[src/inc/adc_seq_pkg.sv]
// shared constants for the converter sequencer
package adc_seq_pkg;
	localparam logic [7:0] addr_control     = 8'h00;
	localparam logic [7:0] addr_clock_ctl   = 8'h01;
	localparam logic [7:0] addr_result_high = 8'h02;
	localparam logic [7:0] addr_result_low  = 8'h03;
	localparam logic [7:0] addr_status      = 8'h04;
	localparam int         bit_on           = 0;
	localparam int         bit_go           = 1;
	localparam int         chan_lsb         = 2;
	localparam int         chan_msb         = 6;
	localparam int         clksel_lsb       = 4;
	localparam int         clksel_msb       = 6;
	localparam int         bit_done         = 0;
	localparam int         bit_irq_en       = 1;
	localparam logic [7:0] control_reset    = 8'h00;
	localparam logic [7:0] clock_ctl_reset  = 8'h00;
	localparam logic [9:0] result_reset     = 10'h000;
	localparam logic [2:0] clk_div8         = 3'h1;
	localparam logic [2:0] clk_div16        = 3'h5;
	localparam logic [2:0] clk_div32        = 3'h2;
	localparam logic [2:0] clk_div64        = 3'h6;
	localparam logic [1:0] clk_rc_low       = 2'h3;
	localparam logic [6:0] div8_count       = 7'h08;
	localparam logic [6:0] div16_count      = 7'h10;
	localparam logic [6:0] div32_count      = 7'h20;
	localparam logic [6:0] div64_count      = 7'h40;
	localparam int         result_bits      = 10;
	localparam logic [3:0] conv_periods     = 4'hb;
	localparam logic [3:0] abort_periods    = 4'h2;
endpackage

[src/verilog/adc_tick_gen.sv]
// conversion clock tick generator: one-cycle tick per bit period
`timescale 1ns/1ns
module adc_tick_gen (
	input  wire logic       clk_sys_in,
	input  wire logic       reset_n_in,
	input  wire logic       clk_en_in,
	input  wire logic       run_in,
	input  wire logic [2:0] clk_select_in,
	input  wire logic       rc_clk_in,
	output logic            tick_out
);
	logic [6:0] div_reg;
	logic [6:0] limit;
	logic       rc_s1_reg;
	logic       rc_s2_reg;
	logic       rc_s3_reg;
	logic       rc_level_reg;
	logic       rc_edge;
	logic       use_rc;

	assign use_rc = (clk_select_in[1:0] == adc_seq_pkg::clk_rc_low);

	// reserved codes fall back to the fastest divider
	always_comb begin
		case (clk_select_in)
			adc_seq_pkg::clk_div16: limit = adc_seq_pkg::div16_count;
			adc_seq_pkg::clk_div32: limit = adc_seq_pkg::div32_count;
			adc_seq_pkg::clk_div64: limit = adc_seq_pkg::div64_count;
			default:                limit = adc_seq_pkg::div8_count;
		endcase
	end

	// async rc clock: a level counts once stages two and three agree
	always_ff @(posedge clk_sys_in or negedge reset_n_in) begin
		if (!reset_n_in) begin
			rc_s1_reg    <= 1'b0;
			rc_s2_reg    <= 1'b0;
			rc_s3_reg    <= 1'b0;
			rc_level_reg <= 1'b0;
		end else if (clk_en_in) begin
			rc_s1_reg <= rc_clk_in;
			rc_s2_reg <= rc_s1_reg;
			rc_s3_reg <= rc_s2_reg;
			if (rc_s2_reg == rc_s3_reg)
				rc_level_reg <= rc_s3_reg;
		end
	end
	assign rc_edge = (rc_s2_reg == rc_s3_reg) & rc_s3_reg & ~rc_level_reg;

	always_ff @(posedge clk_sys_in or negedge reset_n_in) begin
		if (!reset_n_in)
			div_reg <= 7'h00;
		else if (clk_en_in) begin
			if (!run_in || div_reg >= limit - 7'h01)
				div_reg <= 7'h00;
			else
				div_reg <= div_reg + 7'h01;
		end
	end

	assign tick_out = clk_en_in & run_in &
		(use_rc ? rc_edge : (div_reg == limit - 7'h01));
endmodule

[src/verilog/adc_conversion_sequencer.sv]
// converter sequencer: control registers, sar timing, abort and results
// Notes on behaviour
// [RULE1] converter runs only while converter_on set
// [RULE2] writing go flag one starts conversion
// [RULE3] hardware clears go flag at completion
// [RULE4] done flag set each completion, sticky
// [RULE5] completion loads result byte pair
// [RULE6] clearing go mid-conversion aborts it
// [RULE7] abort keeps previous completed result
// [RULE8] abort waits two conversion clock periods
// [RULE9] after wait, acquisition restarts automatically
// [RULE10] reset clears registers, stops conversion
// [RULE11] no conversion runs during sleep
// [RULE12] software configures pin, clock, channel first
// [RULE13] software waits acquisition time before go
// [RULE14] software polls go or waits interrupt
// [RULE15] software clears done flag after reading
// [RULE16] control layout: channel 6:2, go 1, on 0
// [RULE17] result right-justified, high byte upper zero
// [RULE18] conversion takes eleven bit periods, msb first
// [RULE19] clock select codes choose divider or rc
// [RULE20] channel select drives sample-and-hold mux
// [RULE21] software enables before setting go
// [RULE22] go with converter off does nothing
//
// Local design decisions: the register addresses and the strobed register port.
`timescale 1ns/1ns
module adc_conversion_sequencer #(
	parameter int data_bits = 10
) (
	input  wire logic       clk_sys_in,
	input  wire logic       reset_n_in,
	input  wire logic       clk_en_in,
	input  wire logic [7:0] addr_in,
	input  wire logic [7:0] wdata_in,
	input  wire logic       wr_in,
	input  wire logic       rd_in,
	output logic      [7:0] rdata_out,
	input  wire logic       sleep_in,
	input  wire logic       rc_clk_in,
	input  wire logic       compare_in,
	output logic      [4:0] channel_select_out,
	output logic            sample_out,
	output logic            powered_out,
	output logic      [9:0] dac_code_out,
	output logic            irq_out
);
	// the datapath is built for ten result bits only
	if (data_bits != adc_seq_pkg::result_bits) begin : g_bad_width
		$error("data_bits must equal the converter resolution");
	end

	typedef enum logic [1:0] {st_idle, st_acquire, st_convert, st_abort}
		state_t;

	state_t      state_reg;
	logic [4:0]  channel_reg;
	logic        go_reg;
	logic        on_reg;
	logic [2:0]  clksel_reg;
	logic        done_reg;
	logic        irq_en_reg;
	logic [9:0]  result_reg;
	logic [9:0]  sar_reg;
	logic [9:0]  trial_reg;
	logic [3:0]  period_reg;
	logic [7:0]  rdata_reg;
	logic        tick;
	logic        run;
	logic        wr_ctl;
	logic        wr_go1;
	logic        wr_go0;
	logic        complete;
	logic        abort_now;

	assign wr_ctl = wr_in && addr_in == adc_seq_pkg::addr_control;
	assign wr_go1 = wr_ctl && wdata_in[adc_seq_pkg::bit_on]
		&& wdata_in[adc_seq_pkg::bit_go] && on_reg; // RULE22
	assign wr_go0 = wr_ctl && !wdata_in[adc_seq_pkg::bit_go];
	assign run    = on_reg && !sleep_in; // RULE1 RULE11
	assign complete = state_reg == st_convert && tick
		&& period_reg == adc_seq_pkg::conv_periods - 4'h1; // RULE18
	assign abort_now = state_reg == st_convert && wr_go0; // RULE6

	adc_tick_gen u_tick (
		.clk_sys_in    (clk_sys_in),
		.reset_n_in    (reset_n_in),
		.clk_en_in     (clk_en_in),
		.run_in        (run && state_reg != st_idle),
		.clk_select_in (clksel_reg),
		.rc_clk_in     (rc_clk_in),
		.tick_out      (tick) // RULE19
	);

	// writable fields of the control, clock control and status registers
	always_ff @(posedge clk_sys_in or negedge reset_n_in) begin
		if (!reset_n_in) begin // RULE10
			channel_reg <= adc_seq_pkg::control_reset[6:2];
			on_reg      <= adc_seq_pkg::control_reset[0];
			clksel_reg  <= adc_seq_pkg::clock_ctl_reset[6:4];
			irq_en_reg  <= 1'b0;
		end else if (clk_en_in) begin
			if (wr_ctl) begin // RULE16
				channel_reg <= wdata_in[adc_seq_pkg::chan_msb:
					adc_seq_pkg::chan_lsb];
				on_reg <= wdata_in[adc_seq_pkg::bit_on];
			end
			if (wr_in && addr_in == adc_seq_pkg::addr_clock_ctl)
				clksel_reg <= wdata_in[adc_seq_pkg::clksel_msb:
					adc_seq_pkg::clksel_lsb];
			if (wr_in && addr_in == adc_seq_pkg::addr_status)
				irq_en_reg <= wdata_in[adc_seq_pkg::bit_irq_en];
		end
	end

	// go flag: a go write on the same cycle as completion starts again
	always_ff @(posedge clk_sys_in or negedge reset_n_in) begin
		if (!reset_n_in)
			go_reg <= 1'b0;
		else if (clk_en_in) begin
			if (wr_go1)
				go_reg <= 1'b1; // RULE2
			else if (wr_ctl || complete || !run)
				go_reg <= 1'b0; // RULE3
		end
	end

	// sequencer; off or sleep drops any conversion without a result
	always_ff @(posedge clk_sys_in or negedge reset_n_in) begin
		if (!reset_n_in) begin
			state_reg  <= st_idle;
			period_reg <= 4'h0;
		end else if (clk_en_in) begin
			if (!run)
				state_reg <= st_idle; // RULE1 RULE11
			else begin
				case (state_reg)
					st_idle: begin
						state_reg <= st_acquire;
					end
					st_acquire: begin
						if (go_reg) begin
							state_reg  <= st_convert;
							period_reg <= 4'h0;
						end
					end
					st_convert: begin
						if (abort_now) begin
							state_reg  <= st_abort; // RULE6
							period_reg <= 4'h0;
						end else if (complete)
							state_reg <= st_acquire;
						else if (tick)
							period_reg <= period_reg + 4'h1;
					end
					st_abort: begin
						if (tick) begin
							if (period_reg ==
								adc_seq_pkg::abort_periods - 4'h1)
								state_reg <= st_acquire; // RULE8 RULE9
							else
								period_reg <= period_reg + 4'h1;
						end
					end
					default: state_reg <= st_idle;
				endcase
			end
		end
	end

	// successive approximation: period 0 samples, 1..10 resolve b9..b0
	always_ff @(posedge clk_sys_in or negedge reset_n_in) begin
		if (!reset_n_in) begin
			sar_reg   <= 10'h000;
			trial_reg <= 10'h000;
		end else if (clk_en_in) begin
			if (state_reg == st_acquire) begin
				sar_reg   <= 10'h000;
				trial_reg <= 10'h200;
			end else if (state_reg == st_convert && tick
				&& period_reg != 4'h0) begin // RULE18
				if (compare_in)
					sar_reg <= sar_reg | trial_reg;
				trial_reg <= trial_reg >> 1;
			end
		end
	end

	// result loads only on completion, never on abort
	always_ff @(posedge clk_sys_in or negedge reset_n_in) begin
		if (!reset_n_in)
			result_reg <= adc_seq_pkg::result_reset;
		else if (clk_en_in && complete && !abort_now) begin
			if (compare_in)
				result_reg <= sar_reg | trial_reg; // RULE5 RULE7
			else
				result_reg <= sar_reg; // RULE5 RULE7
		end
	end

	// done flag: set wins over a software clear
	always_ff @(posedge clk_sys_in or negedge reset_n_in) begin
		if (!reset_n_in)
			done_reg <= 1'b0;
		else if (clk_en_in) begin
			if (complete && !abort_now)
				done_reg <= 1'b1; // RULE4
			else if (wr_in && addr_in == adc_seq_pkg::addr_status
				&& !wdata_in[adc_seq_pkg::bit_done])
				done_reg <= 1'b0;
		end
	end

	// read port; unmapped addresses read zero
	always_ff @(posedge clk_sys_in or negedge reset_n_in) begin
		if (!reset_n_in)
			rdata_reg <= 8'h00;
		else if (clk_en_in) begin
			if (rd_in) begin
				case (addr_in)
					adc_seq_pkg::addr_control:
						rdata_reg <= {1'b0, channel_reg, go_reg, on_reg};
					adc_seq_pkg::addr_clock_ctl:
						rdata_reg <= {1'b0, clksel_reg, 4'h0};
					adc_seq_pkg::addr_result_high:
						rdata_reg <= {6'h00, result_reg[9:8]}; // RULE17
					adc_seq_pkg::addr_result_low:
						rdata_reg <= result_reg[7:0]; // RULE17
					adc_seq_pkg::addr_status:
						rdata_reg <= {6'h00, irq_en_reg, done_reg};
					default: rdata_reg <= 8'h00;
				endcase
			end else
				rdata_reg <= 8'h00;
		end
	end

	assign rdata_out          = rdata_reg;
	assign channel_select_out = channel_reg; // RULE20
	assign sample_out         = state_reg == st_acquire
		|| (state_reg == st_convert && period_reg == 4'h0);
	assign powered_out        = run;
	assign dac_code_out       = sar_reg | trial_reg;
	assign irq_out            = done_reg & irq_en_reg;

	property p_off_no_convert;
		@(posedge clk_sys_in) disable iff (!reset_n_in)
		(clk_en_in && !on_reg) |=> state_reg == st_idle;
	endproperty
	a_off_no_convert: assert property (p_off_no_convert) // RULE1
		else $error("converter active while off");

	property p_go_starts;
		@(posedge clk_sys_in) disable iff (!reset_n_in)
		(clk_en_in && wr_go1 && state_reg == st_acquire && !sleep_in)
		|=> go_reg ##1 (state_reg == st_convert || !clk_en_in || !run);
	endproperty
	a_go_starts: assert property (p_go_starts) // RULE2
		else $error("go write did not start conversion");

	property p_done_clears_go;
		@(posedge clk_sys_in) disable iff (!reset_n_in)
		(clk_en_in && complete && !wr_go1) |=> !go_reg && done_reg;
	endproperty
	a_done_clears_go: assert property (p_done_clears_go) // RULE3
		else $error("completion left go set or done clear");

	property p_done_sticky;
		@(posedge clk_sys_in) disable iff (!reset_n_in)
		(done_reg && !(wr_in && addr_in == adc_seq_pkg::addr_status))
		|=> done_reg;
	endproperty
	a_done_sticky: assert property (p_done_sticky) // RULE4
		else $error("done flag dropped without software clear");

	property p_abort_keeps;
		@(posedge clk_sys_in) disable iff (!reset_n_in)
		(clk_en_in && abort_now) |=> $stable(result_reg)
			&& state_reg == st_abort;
	endproperty
	a_abort_keeps: assert property (p_abort_keeps) // RULE7
		else $error("abort changed the result");

	property p_abort_length;
		@(posedge clk_sys_in) disable iff (!reset_n_in)
		(state_reg == st_abort && tick && period_reg == 4'h0)
		|=> state_reg == st_abort;
	endproperty
	a_abort_length: assert property (p_abort_length) // RULE8
		else $error("abort wait shorter than two periods");

	property p_sleep_idle;
		@(posedge clk_sys_in) disable iff (!reset_n_in)
		(clk_en_in && sleep_in) |=> !complete && state_reg == st_idle;
	endproperty
	a_sleep_idle: assert property (p_sleep_idle) // RULE11
		else $error("converter active during sleep");

	property p_high_zero;
		@(posedge clk_sys_in) disable iff (!reset_n_in)
		(clk_en_in && rd_in && addr_in == adc_seq_pkg::addr_result_high)
		|=> rdata_out[7:2] == 6'h00;
	endproperty
	a_high_zero: assert property (p_high_zero) // RULE17
		else $error("result high byte upper bits not zero");

	property p_off_go_ignored;
		@(posedge clk_sys_in) disable iff (!reset_n_in)
		(clk_en_in && wr_ctl && !on_reg) |=> !go_reg;
	endproperty
	a_off_go_ignored: assert property (p_off_go_ignored) // RULE22
		else $error("go accepted while converter off");
endmodule

[config.mk]
export PLATFORM = sky130hd
export DESIGN_NAME = adc_conversion_sequencer
export DESIGN_NICKNAME = d
export VERILOG_FILES = /design/src/inc/adc_seq_pkg.sv /design/src/verilog/adc_tick_gen.sv /design/src/verilog/adc_conversion_sequencer.sv
export SDC_FILE = /design/constraint.sdc
export NUM_CORES = 1
export LEC_CHECK = 0
export ABC_AREA = 0
export BUFFER_PORTS_ARGS = -buffer_cell sky130_fd_sc_hd__buf_2
export CAP_MARGIN = 30
export CORE_MARGIN = 4
export CORE_UTILIZATION = 45
export DETAILED_ROUTE_END_ITERATION = 7
export GPL_ROUTABILITY_DRIVEN = 1
export GPL_TIMING_DRIVEN = 0
export PLACE_DENSITY = 0.77
export SLEW_MARGIN = 15
export SYNTH_ARGS = -nofsm -noshare
export SYNTH_HDL_FRONTEND = slang
export SYNTH_SLANG_ARGS = --single-unit
[constraint.sdc]
create_clock -name clk_sys_in -period 2.1 [get_ports clk_sys_in]
set_input_delay 0.63 -clock clk_sys_in [delete_from_list [all_inputs] [get_ports clk_sys_in]]
set_output_delay 0.63 -clock clk_sys_in [all_outputs]
set_load 0.02 [all_outputs]
==> results of run 1 <==
==> cells in the final DEF, fill, tap and decap left out, drive strengths merged, types with 15 or more instances in the layout <==
master,Yosys,layout
buf,4,75
a21oi,37,37
o21ai,26,26
nand2,35,35
mux2i,17,17
ha,15,15
dfrtp,67,67
clkbuf,11,18
inv,16,16
o2bb2ai,18,18
==> metrics by stage <==
step	power, mW	setup TNS, ps	util [%]
finish	2.68	-9370	61.5
global route	2.78	-14250	61.5
CTS	2.69	-7510	58.5
detailed placement	1.53	-16180	52.2
global placement	1.51	-14510	51.9
floorplan	1.44	-675	-
==> power by group <==
part | internal (mW) | switching, mW
clock | 0.661 | 0.501
sequential | 1.31 | 0.0179
combinational | 0.0708 | 0.115
==> area by class of cell <==
type / instances / area, um^2
flip-flops and latches: 67 / 1680
inverters: 17 / 63.8
multi-input cells: 264 / 2170
clock inverters: 5 / 78.8
fillers: 643 / 3020
repair buffers: 68 / 464
plain buffers: 15 / 114
clock buffers: 10 / 128
well taps: 102 / 128
==> layer usage <==
metal / wire, um / up-vias / track usage, %
met1: 4310 / 1583 / 27.0
met3: 474 / 18 / 4.03
met2: 5170 / 73 / 34.6
met5: 0 / - / 0
li1: - / 1491 / -
met4: 191 / 0 / 6.72
==> synth_stat cells (3+ instances only) <==
cell	count	area [um^2]
nor2b_1	3	18.8
nand2_1	35	131
nor2_1	13	48.8
nor3_1	7	35.0
dfrtp_1	67	1680
a32o_1	3	30.0
or2_2	10	62.6
nand4_1	6	37.5
clkbuf_1	11	41.3
mux2_1	10	113
a31oi_1	3	18.8
nand2b_1	4	25.0
a21oi_1	37	185
mux2_2	3	33.8
a22oi_1	3	22.5
ha_1	15	188
o2bb2ai_1	18	158
inv_1	16	60.1
mux2i_1	17	170
o21ai_1	16	80.1
nand3_1	4	20.0
o21ai_0	10	50.1
==> final timing paths <==
check | from | slack [ps] | to | depth (start not counted)
min in group clk_sys_in | rdata_out[1] | 490 | rdata_out[1] | 1
worst max register to register | clksel_reg[0] | -300 | state_reg[0] | 8
worst min register to register | rdata_out[1] | 490 | rdata_out[1] | 1
worst min-delay path | reset_n_in | 200 | channel_select_out[3] | 1
worst max-delay path | clksel_reg[0] | -300 | state_reg[0] | 8
max in group asynchronous | reset_n_in | 1330 | state_reg[0] | 2
==> cells by family after synthesis <==
| kind of cell | after synthesis |
|---|---|
| buffers and inverters | 32 |
| multiplexers | 30 |
| AND/OR/NAND/NOR | 105 |
| other | 1 |
| XOR/XNOR | 2 |
| flip-flops | 67 |
| adder cells (fa/ha/maj) | 15 |
| AO/OA/AOI/OAI | 111 |
==> timing repair <==
item                       in CTS  in global routing
gates cloned                    2                  1
resized for setup              43                 57
setup buffers                  14                  6
pin swaps                      20                 19
setup endpoints to repair      48                 45
==> metrics.md, run 1 <==
| Metric | Value |
|---|---|
| XOR/XNOR share of the synthesized area | `less than 1%` |
| Leakage | `approximately 2.1 nW` |
| Global-route usage over all layers | `slightly above 20%` |
| DP Worst Slack | `-505 ps` |
| Final period util | `114%` |
| Simple-Gate Fraction of Synth Area | `approximately 17%` |
| Setup Crit Path Kind | `flop to flop` |
| Slew margin rel. | `about 60%` |
| EDFF count, synth | `0` |
| Layout net count | `481` |
| Port Buffer Count | `45` |
| Largest net degree at the start of global routing | `40` |
| Mapped Cells | `~360` |
| First-pass GRT wire length | `16.0 mm` |
| Top FF cell, synth | `dfrtp_1` |
| Adder-Cell Fraction of Synth Area | `under 10%` |
| Crit-path leading delay family | `compound AO/OA/AOI/OAI gates` |
| Grt ovf | `0` |
| Setup Skew | `9.53 ps` |
| Top Ports | `50` |
| Hold buffer count at cts | `0` |
| Finished Layout Cells | `548` |
| DR vias/cell | `between 5 and 6` |
| Routed WL | `roughly 10 mm` |
| RSZ-0062 raised after global routing | `yes` |
| Status | `complete, but fails checks` |
| Pwr dens | `555 nW/um^2` |
| Inst Count DP | `approximately 510` |
| Worst Tran Pin Value | `about 600 ps` |
| Worst-path cell chain | `nor2b_4 > nand2_2 > ha_4 > nand4_1 > o31ai_4 > nand2_1 > a221o_1 > a22o_1` |
| Worst path max stage delay | `460 ps` |
| Async SR Flop Fraction | `100%` |
| Failing checks | `negative setup slack` |
| Largest family of logic cells by synthesized area | `compound AO/OA/AOI/OAI gates` |
| CTS sink count | `67` |
| WP data required | `between 2000 and 2500 ps` |
| Max Buffers Root-to-Sink | `2` |
| Mux contribution to synthesized area | `under 10%` |
| Post-synthesis sequential area ratio | `a little under half` |
| WHS | `between 150 and 200 ps` |
| Compound-Gate Fraction of Synth Area | `around a fifth` |
| Share of layout cells above drive strength 1 | `between 30% and 40%` |
| YS warnings | `0` |
| Clock Latency Late Sink | `340 ps` |
| Max Slew Vio Count | `0` |
| CTS H-tree depth | `3` |
| Max Fclk | `about 420 MHz` |
| Design Area, Final | `between 4000 and 5000 um^2` |
| Maximum VDD drop | `~0.33 mV` |
| Die height | `around 98 um` |
| Worst hold path type | `primary input to asynchronous set/reset pin` |
| # DRC | `0` |
| Die width | `approximately 98 um` |
| Number of global-route vias before repair | `around 3,200` |
| Cell variety after synth | `62` |
| Initial antenna violation count | `0` |
| Setup violations, final | `44` |
| Critical path arrival | `2630 ps` |
| Final Hold Vio Count | `0` |
| Final Wtd Congestion | `around 0.83` |
| Final ANT Viol Nets | `0` |
| P&R area growth vs syn | `31.0%` |
| DRT Pass-1 Iters | `4` |
| Critical Path Source Type | `flop` |
| Synthesis-stage register bit count | `67` |
| Crit-path max FO | `5` |
| Min Tclk post-route | `around 2400 ps` |
| Core ar. | `around 7800 um^2` |
| # rows | `32` |
| Routed wire per std cell | `between 15 and 20 um` |
| TritonCTS clock tree | `built` |
| Total die area | `9700 um^2` |
| Synth Cell Area | `~3700 um^2` |
| Root buf cell | `clkbuf_8` |
| CP endpoint kind | `flop` |
| DP Area | `about 4100 um^2` |
| Initial Util | `46.9%` |
| Maximum capacitance violations | `0` |
| Clk slew on worst S/H paths | `roughly 80 ps` |
| Ant diodes | `0` |
| Syn_nets | `402` |
| Setup ws final | `-301 ps` |
| WP buf/inv | `0` |
| Dpl hpwl | `slightly below 7 mm` |
| Initial drt markers | `about 200` |
| Worst path slowest cell | `dfrtp_2` |
| Vias post-DR | `approximately 3,200` |
| Avg Synthesized Cell Area | `~10 um^2` |
| CTS buffer count | `9` |
Note: power is estimated with default switching activity, not from simulation.
==> run 2, diff against run 1 <==
Settings changed: PLACE_DENSITY 0.77 to 0.67.
==> metrics.md, run 2 (synthesis gave the netlist of run 1 again) <==
| Metric | Value |
|---|---|
| Sw frac | `26.1% (was 23.7%)` |
| Worst hold path type | `primary input to asynchronous set/reset pin (unchanged)` |
| Flop pwr share | `52.3% (was 49.7%)` |
| CP endpoint kind | `flop (unchanged)` |
| Final ANT Viol Nets | `0 (unchanged)` |
| Seq. cell area | `1680 um^2 (about the same)` |
| Max Slew Vio Count | `0 (unchanged)` |
| Crit-path leading delay family | `simple AND/OR/NAND/NOR gates (was compound AO/OA/AOI/OAI gates)` |
| Setup Skew | `11.5 ps (was 9.53 ps)` |
| Root buf cell | `clkbuf_8 (unchanged)` |
| RSZ-0062 raised after global routing | `yes (unchanged)` |
| Setup violations, final | `40 (was 44)` |
| CTS sink count | `67 (unchanged)` |
| Filler Cells Inserted | `687 (was 643)` |
| Largest net degree at the start of global routing | `38 (was 40)` |
| Setup Crit Path Kind | `flop to flop (unchanged)` |
| Final Wtd Congestion | `0.840 (was 0.829)` |
| # rows | `32 (unchanged)` |
| # DRC | `0 (unchanged)` |
| Commonest non-fill, non-tap cell in the layout | `dfrtp_1 (unchanged)` |
| Top sig layer | `met4 (unchanged)` |
| M1 WL | `4.50 mm (was 4.31 mm)` |
| Clk network pwr share | `40.4% (was 43.4%)` |
| WP buf/inv | `2 (was 0)` |
| Setup_tns | `-7380 ps (was -9370 ps)` |
| Comb power frac | `7.4% (was 7.0%)` |
| Worst path slowest cell | `dfrtp_2 (unchanged)` |
| Total die area | `9700 um^2 (unchanged)` |
| Status | `complete, but fails checks (unchanged)` |
| Initial Util | `46.9% (unchanged)` |
| Die height | `98.5 um (unchanged)` |
| Failing checks | `negative setup slack (unchanged)` |
| Maximum VDD drop | `0.331 mV (was 0.326 mV)` |
| Grt ovf | `0 (unchanged)` |
| Initial drt markers | `172 (was 199)` |
| Port Buffer Count | `45 (unchanged)` |
| Initial antenna violation count | `0 (unchanged)` |
| TritonCTS clock tree | `built (unchanged)` |
| Leakage | `2.15 nW (was 2.13 nW)` |
| Worst Tran Pin Value | `711 ps (was 616 ps)` |
| Setup ws final | `-279 ps (was -301 ps)` |
| Worst-path cell chain | `nor2b_4 > nand2_2 > ha_4 > nand4_1 > o31a_1 > nor4b_4 > buf_4 > buf_12 > a31oi_1 > a21oi_1 (was nor2b_4 > nand2_2 > ha_4 > nand4_1 > o31ai_4 > nand2_1 > a221o_1 > a22o_1)` |
| Most frequent cells in the layout | `dfrtp_1 (64), buf_2 (44), a21oi_1 (34) (was dfrtp_1 (62), buf_2 (44), a21oi_1 (22), nand2_1 (22), o2bb2ai_1 (18))` |
| Routed wl met2 | `5.03 mm (was 5.17 mm)` |
| Share of layout cells above drive strength 1 | `32.7% (was 38.3%)` |
| Clock Latency Late Sink | `350 ps (was 340 ps)` |
| Ant diodes | `0 (unchanged)` |
| Die width | `98.5 um (unchanged)` |
| Total internal power | `1.88 mW (was 2.04 mW)` |
| Number of global-route vias before repair | `3,299 (was 3,196)` |
| Core ar. | `7850 um^2 (unchanged)` |
| Slew margin rel. | `52.6% (was 59.0%)` |
| Routed WL | `10.2 mm (about the same)` |
| First-pass GRT wire length | `17.1 mm (was 16.0 mm)` |
| CTS H-tree depth | `3 (unchanged)` |
| CTS buffer count | `9 (unchanged)` |
| Psw | `0.664 mW (was 0.634 mW)` |
| Min Tclk post-route | `2380 ps (was 2400 ps)` |
| Max Fclk | `420 MHz (was 416 MHz)` |
| Critical path arrival | `2640 ps (was 2630 ps)` |
| Layout net count | `489 (was 481)` |
| Area of the multi-input gates | `2050 um^2 (was 2170 um^2)` |
| Routed wire per std cell | `18.4 um (was 18.5 um)` |
| DP Worst Slack | `-567 ps (was -505 ps)` |
| DR vias/cell | `5.74 (was 5.78)` |
| Inst Count DP | `511 (unchanged)` |
| Finished Layout Cells | `557 (was 548)` |
| Hold buffer count at cts | `0 (unchanged)` |
| Final Hold Vio Count | `0 (unchanged)` |
| Met3 WL | `492 um (was 474 um)` |
| DRT Pass-1 Iters | `5 (was 4)` |
| Final period util | `113% (was 114%)` |
| Maximum capacitance violations | `0 (unchanged)` |
| Clk slew on worst S/H paths | `80 ps (about the same)` |
| P&R area growth vs syn | `29.5% (was 31.0%)` |
| Max Buffers Root-to-Sink | `2 (unchanged)` |
| WP data required | `2360 ps (was 2320 ps)` |
| Pwr dens | `533 nW/um^2 (was 555 nW/um^2)` |
| Global-route usage over all layers | `22.0% (was 20.6%)` |
| Dpl hpwl | `6.80 mm (was 6.77 mm)` |
| Worst path max stage delay | `450 ps (was 460 ps)` |
| Crit-path max FO | `5 (unchanged)` |
| Vias post-DR | `3,195 (was 3,165)` |
| Top Ports | `50 (unchanged)` |
| Critical Path Source Type | `flop (unchanged)` |
[run 2: cell count changes in the layout (fill, tap and decap cells not counted), moves of 3 or more]
cell | before | now
o21ai_2 | 6 | 0
o21ai_1 | 15 | 21
nand2_4 | 3 | 0
a21oi_2 | 14 | 3
buf_6 | 14 | 9
a21oi_1 | 22 | 34
buf_4 | 12 | 23
nand2_2 | 10 | 2
nand2_1 | 22 | 33
[run 2: layout make-up]
class	instances	share of cell area (%)
clock buffer	11	3.17
tap	102	2.68
multi-input combinational	264	43.0
buffer	15	2.60
sequential	67	35.2
inverter	17	1.34
timing repair buffer	76	11.2
clock inverter	5	0.787
[run 2: path summary, 6_finish.rpt]
check / startpoint / to / slack, ps / cells past startpoint
max: clksel_reg[0] / sar_reg[8] / -280 / 10
min reg2reg: result_reg[0] / result_reg[0] / 500 / 2
max reg2reg: clksel_reg[0] / sar_reg[8] / -280 / 10
min in group clk_sys_in: result_reg[0] / result_reg[0] / 500 / 2
max in group asynchronous: reset_n_in / period_reg[1] / 1330 / 2
min: reset_n_in / channel_select_out[3] / 210 / 1
[run 2: per-layer routing]
metal / global-route usage, % / up-vias
li1: - / 1503
met1: 29.9 / 1579
met2: 35.7 / 97
met3: 3.75 / 16
met4: 7.88 / 0
met5: 0 / -
[run 2: per-stage QoR]
stage | total power, mW | instance area, um^2 | hold WS [ps] | utilization [%]
final | 2.54 | 4770 | 206 | 60.8
after global routing | 2.65 | 4770 | 224 | 60.8
after CTS | 2.55 | 4630 | 218 | 59.1
after detailed placement | 1.53 | 4100 | 480 | 52.2
after global placement | 1.52 | 4080 | 472 | 51.9
after floorplan | 1.44 | 3720 | 334 | -
[run 2: timing repair]
action                                  4_1_cts  5_1_grt
buffers inserted                             20        9
gates resized for setup                      35       22
pin swaps                                     8        9
endpoints found under the setup margin       50       46
gates cloned                                  3        1
[run 2: power by group through the flow]
stage	clock (mW)	sequential [mW]	combinational, mW
after floorplan	0	1.35	0.0828
after global placement	0	1.35	0.165
after detailed placement	0	1.35	0.174
after CTS	1.03	1.33	0.186
after global routing	1.11	1.33	0.211
final	1.03	1.33	0.187
==> run 3, diff against run 2 <==
Settings changed: REMOVE_ABC_BUFFERS from default to 1.
==> metrics.md, run 3 (synthesis gave the netlist of run 1 again) <==
| Metric | Value |
|---|---|
| Min Tclk post-route | `2390 ps (was 2380 ps)` |
| Largest net degree at the start of global routing | `48 (was 38)` |
| CTS buffer count | `9 (unchanged)` |
| Leakage | `2.14 nW (was 2.15 nW)` |
| Initial antenna violation count | `0 (unchanged)` |
| Setup Skew | `11.7 ps (was 11.5 ps)` |
| P&R area growth vs syn | `31.0% (was 29.5%)` |
| DRT Pass-1 Iters | `4 (was 5)` |
| Initial Util | `46.9% (unchanged)` |
| DP Worst Slack | `-847 ps (was -567 ps)` |
| WHS | `168 ps (was 206 ps)` |
| Finished Layout Cells | `551 (was 557)` |
| TritonCTS clock tree | `built (unchanged)` |
| Crit-path max FO | `5 (unchanged)` |
| Most frequent cells in the layout | `dfrtp_1 (66), buf_2 (45), nand2_1 (32) (was dfrtp_1 (64), buf_2 (44), a21oi_1 (34))` |
| Design Area, Final | `4820 um^2 (was 4770 um^2)` |
| Final Wtd Congestion | `0.816 (was 0.840)` |
| Total Power | `2.58 mW (was 2.54 mW)` |
| Maximum VDD drop | `0.321 mV (was 0.331 mV)` |
| Max Buffers Root-to-Sink | `2 (unchanged)` |
| Filler Cells Inserted | `658 (was 687)` |
| Top Ports | `50 (unchanged)` |
| Max Slew Vio Count | `0 (unchanged)` |
| Setup violations, final | `41 (was 40)` |
| Failing checks | `negative setup slack (unchanged)` |
| Routed WL | `10.1 mm (was 10.2 mm)` |
| Util after Layout | `61.5% (was 60.8%)` |
| Final ANT Viol Nets | `0 (unchanged)` |
| CTS sink count | `67 (unchanged)` |
| Setup ws final | `-289 ps (was -279 ps)` |
| DR vias/cell | `5.80 (was 5.74)` |
| Core ar. | `7850 um^2 (unchanged)` |
| Grt ovf | `0 (unchanged)` |
| Share of layout cells above drive strength 1 | `38.8% (was 32.7%)` |
| Final Hold Vio Count | `0 (unchanged)` |
| Vias post-DR | `3,197 (was 3,195)` |
| Die width | `98.5 um (unchanged)` |
| Slew margin rel. | `48.1% (was 52.6%)` |
| # DRC | `0 (unchanged)` |
| Commonest non-fill, non-tap cell in the layout | `dfrtp_1 (unchanged)` |
| Maximum capacitance violations | `0 (unchanged)` |
| Dpl hpwl | `6.16 mm (was 6.80 mm)` |
| Worst Tran Pin Value | `775 ps (was 711 ps)` |
| Global-route usage over all layers | `21.1% (was 22.0%)` |
| CP endpoint kind | `flop (unchanged)` |
| Clock Latency Late Sink | `350 ps (about the same)` |
| RSZ-0062 raised after global routing | `yes (unchanged)` |
| # rows | `32 (unchanged)` |
| Port Buffer Count | `48 (was 45)` |
| Initial drt markers | `201 (was 172)` |
| Layout net count | `483 (was 489)` |
| Routed wire per std cell | `18.3 um (was 18.4 um)` |
| Setup_tns | `-6980 ps (was -7380 ps)` |
| Total die area | `9700 um^2 (unchanged)` |
| Worst-path cell chain | `buf_6 > nor2b_1 > a21oi_1 > ha_1 > nand2_2 > o31a_1 > buf_6 > nor4b_4 > buf_4 > clkbuf_16 > a21oi_2 > a21oi_1 (was nor2b_4 > nand2_2 > ha_4 > nand4_1 > o31a_1 > nor4b_4 > buf_4 > buf_12 > a31oi_1 > a21oi_1)` |
| Ant diodes | `0 (unchanged)` |
| DP Area | `4030 um^2 (was 4100 um^2)` |
| Inst Count DP | `500 (was 511)` |
| WP data required | `2380 ps (was 2360 ps)` |
| Final period util | `114% (was 113%)` |
| Worst hold path type | `primary input to asynchronous set/reset pin (unchanged)` |
| Clk slew on worst S/H paths | `80 ps (about the same)` |
| Status | `complete, but fails checks (unchanged)` |
| Die height | `98.5 um (unchanged)` |
| Number of global-route vias before repair | `3,206 (was 3,299)` |
| Critical path arrival | `2670 ps (was 2640 ps)` |
| Root buf cell | `clkbuf_8 (unchanged)` |
| Pwr dens | `534 nW/um^2 (was 533 nW/um^2)` |
| CTS H-tree depth | `3 (unchanged)` |
| Worst path slowest cell | `dfrtp_1 (was dfrtp_2)` |
| Setup Crit Path Kind | `flop to flop (unchanged)` |
| Worst path max stage delay | `410 ps (was 450 ps)` |
| Critical Path Source Type | `flop (unchanged)` |
| Max Fclk | `419 MHz (was 420 MHz)` |
| First-pass GRT wire length | `16.4 mm (was 17.1 mm)` |
run 3: cell types whose count changed in the layout (fill, tap and decap cells not counted), sizes merged:
cell	change
bufinv	+1
nand3	+3
clkinv	+1
clkbuf	-9
clkinvlp	-2
run 3: path summary, 6_finish.rpt:
kind                               start       endpoint  slack [ps]  depth (start not counted)
setup / recovery           clksel_reg[0]     sar_reg[2]        -290                         12
setup reg to reg           clksel_reg[0]     sar_reg[2]        -290                         12
max in group asynchronous     reset_n_in  result_reg[3]        1390                          2
hold / removal                reset_n_in       done_reg         170                          1
min in group clk_sys_in    result_reg[2]  result_reg[2]         490                          2
hold reg to reg            result_reg[2]  result_reg[2]         490                          2
run 3: per-layer routing:
layer / part of all wire, % / global-route usage (%) / up-vias
li1: - / - / 1505
met1: 46 / 28.4 / 1595
met2: 49 / 33.5 / 87
met3: 4.8 / 6.09 / 10
met4: 0.90 / 5.78 / 0
met5: 0 / 0 / -
run 3: power by group:
group / switching [mW] / internal [mW] / leakage, nW
sequential: 0.0165 / 1.31 / 0.920
clock: 0.517 / 0.546 / 0.0971
combinational: 0.115 / 0.0706 / 1.12
run 3: timing repair:
item | CTS | global route
buffers inserted | 22 | 10
hold buffers | 0 | 0
gates resized for setup | 41 | 32
cloned | 2 | 2
setup endpoints to repair | 51 | 42
pin swaps | 28 | 29
run 3: cell type report:
class	count	area (um^2)	share of cell area, %
multi-input combinational	267	2190	45.5
sequential	67	1680	34.8
timing repair buffer	82	576	11.9
clock buffer	11	131	2.72
tap	102	128	2.65
inverter	17	65.1	1.35
clock inverter	5	53.8	1.12
run 3: critical path, delay by kind of cell (launching register included):
family / cells / cell delay [ps]
compound gates: 4 / 580
buf+inv: 4 / 570
flops: 1 / 410
fa+ha+maj: 1 / 310
simple gates: 3 / 450
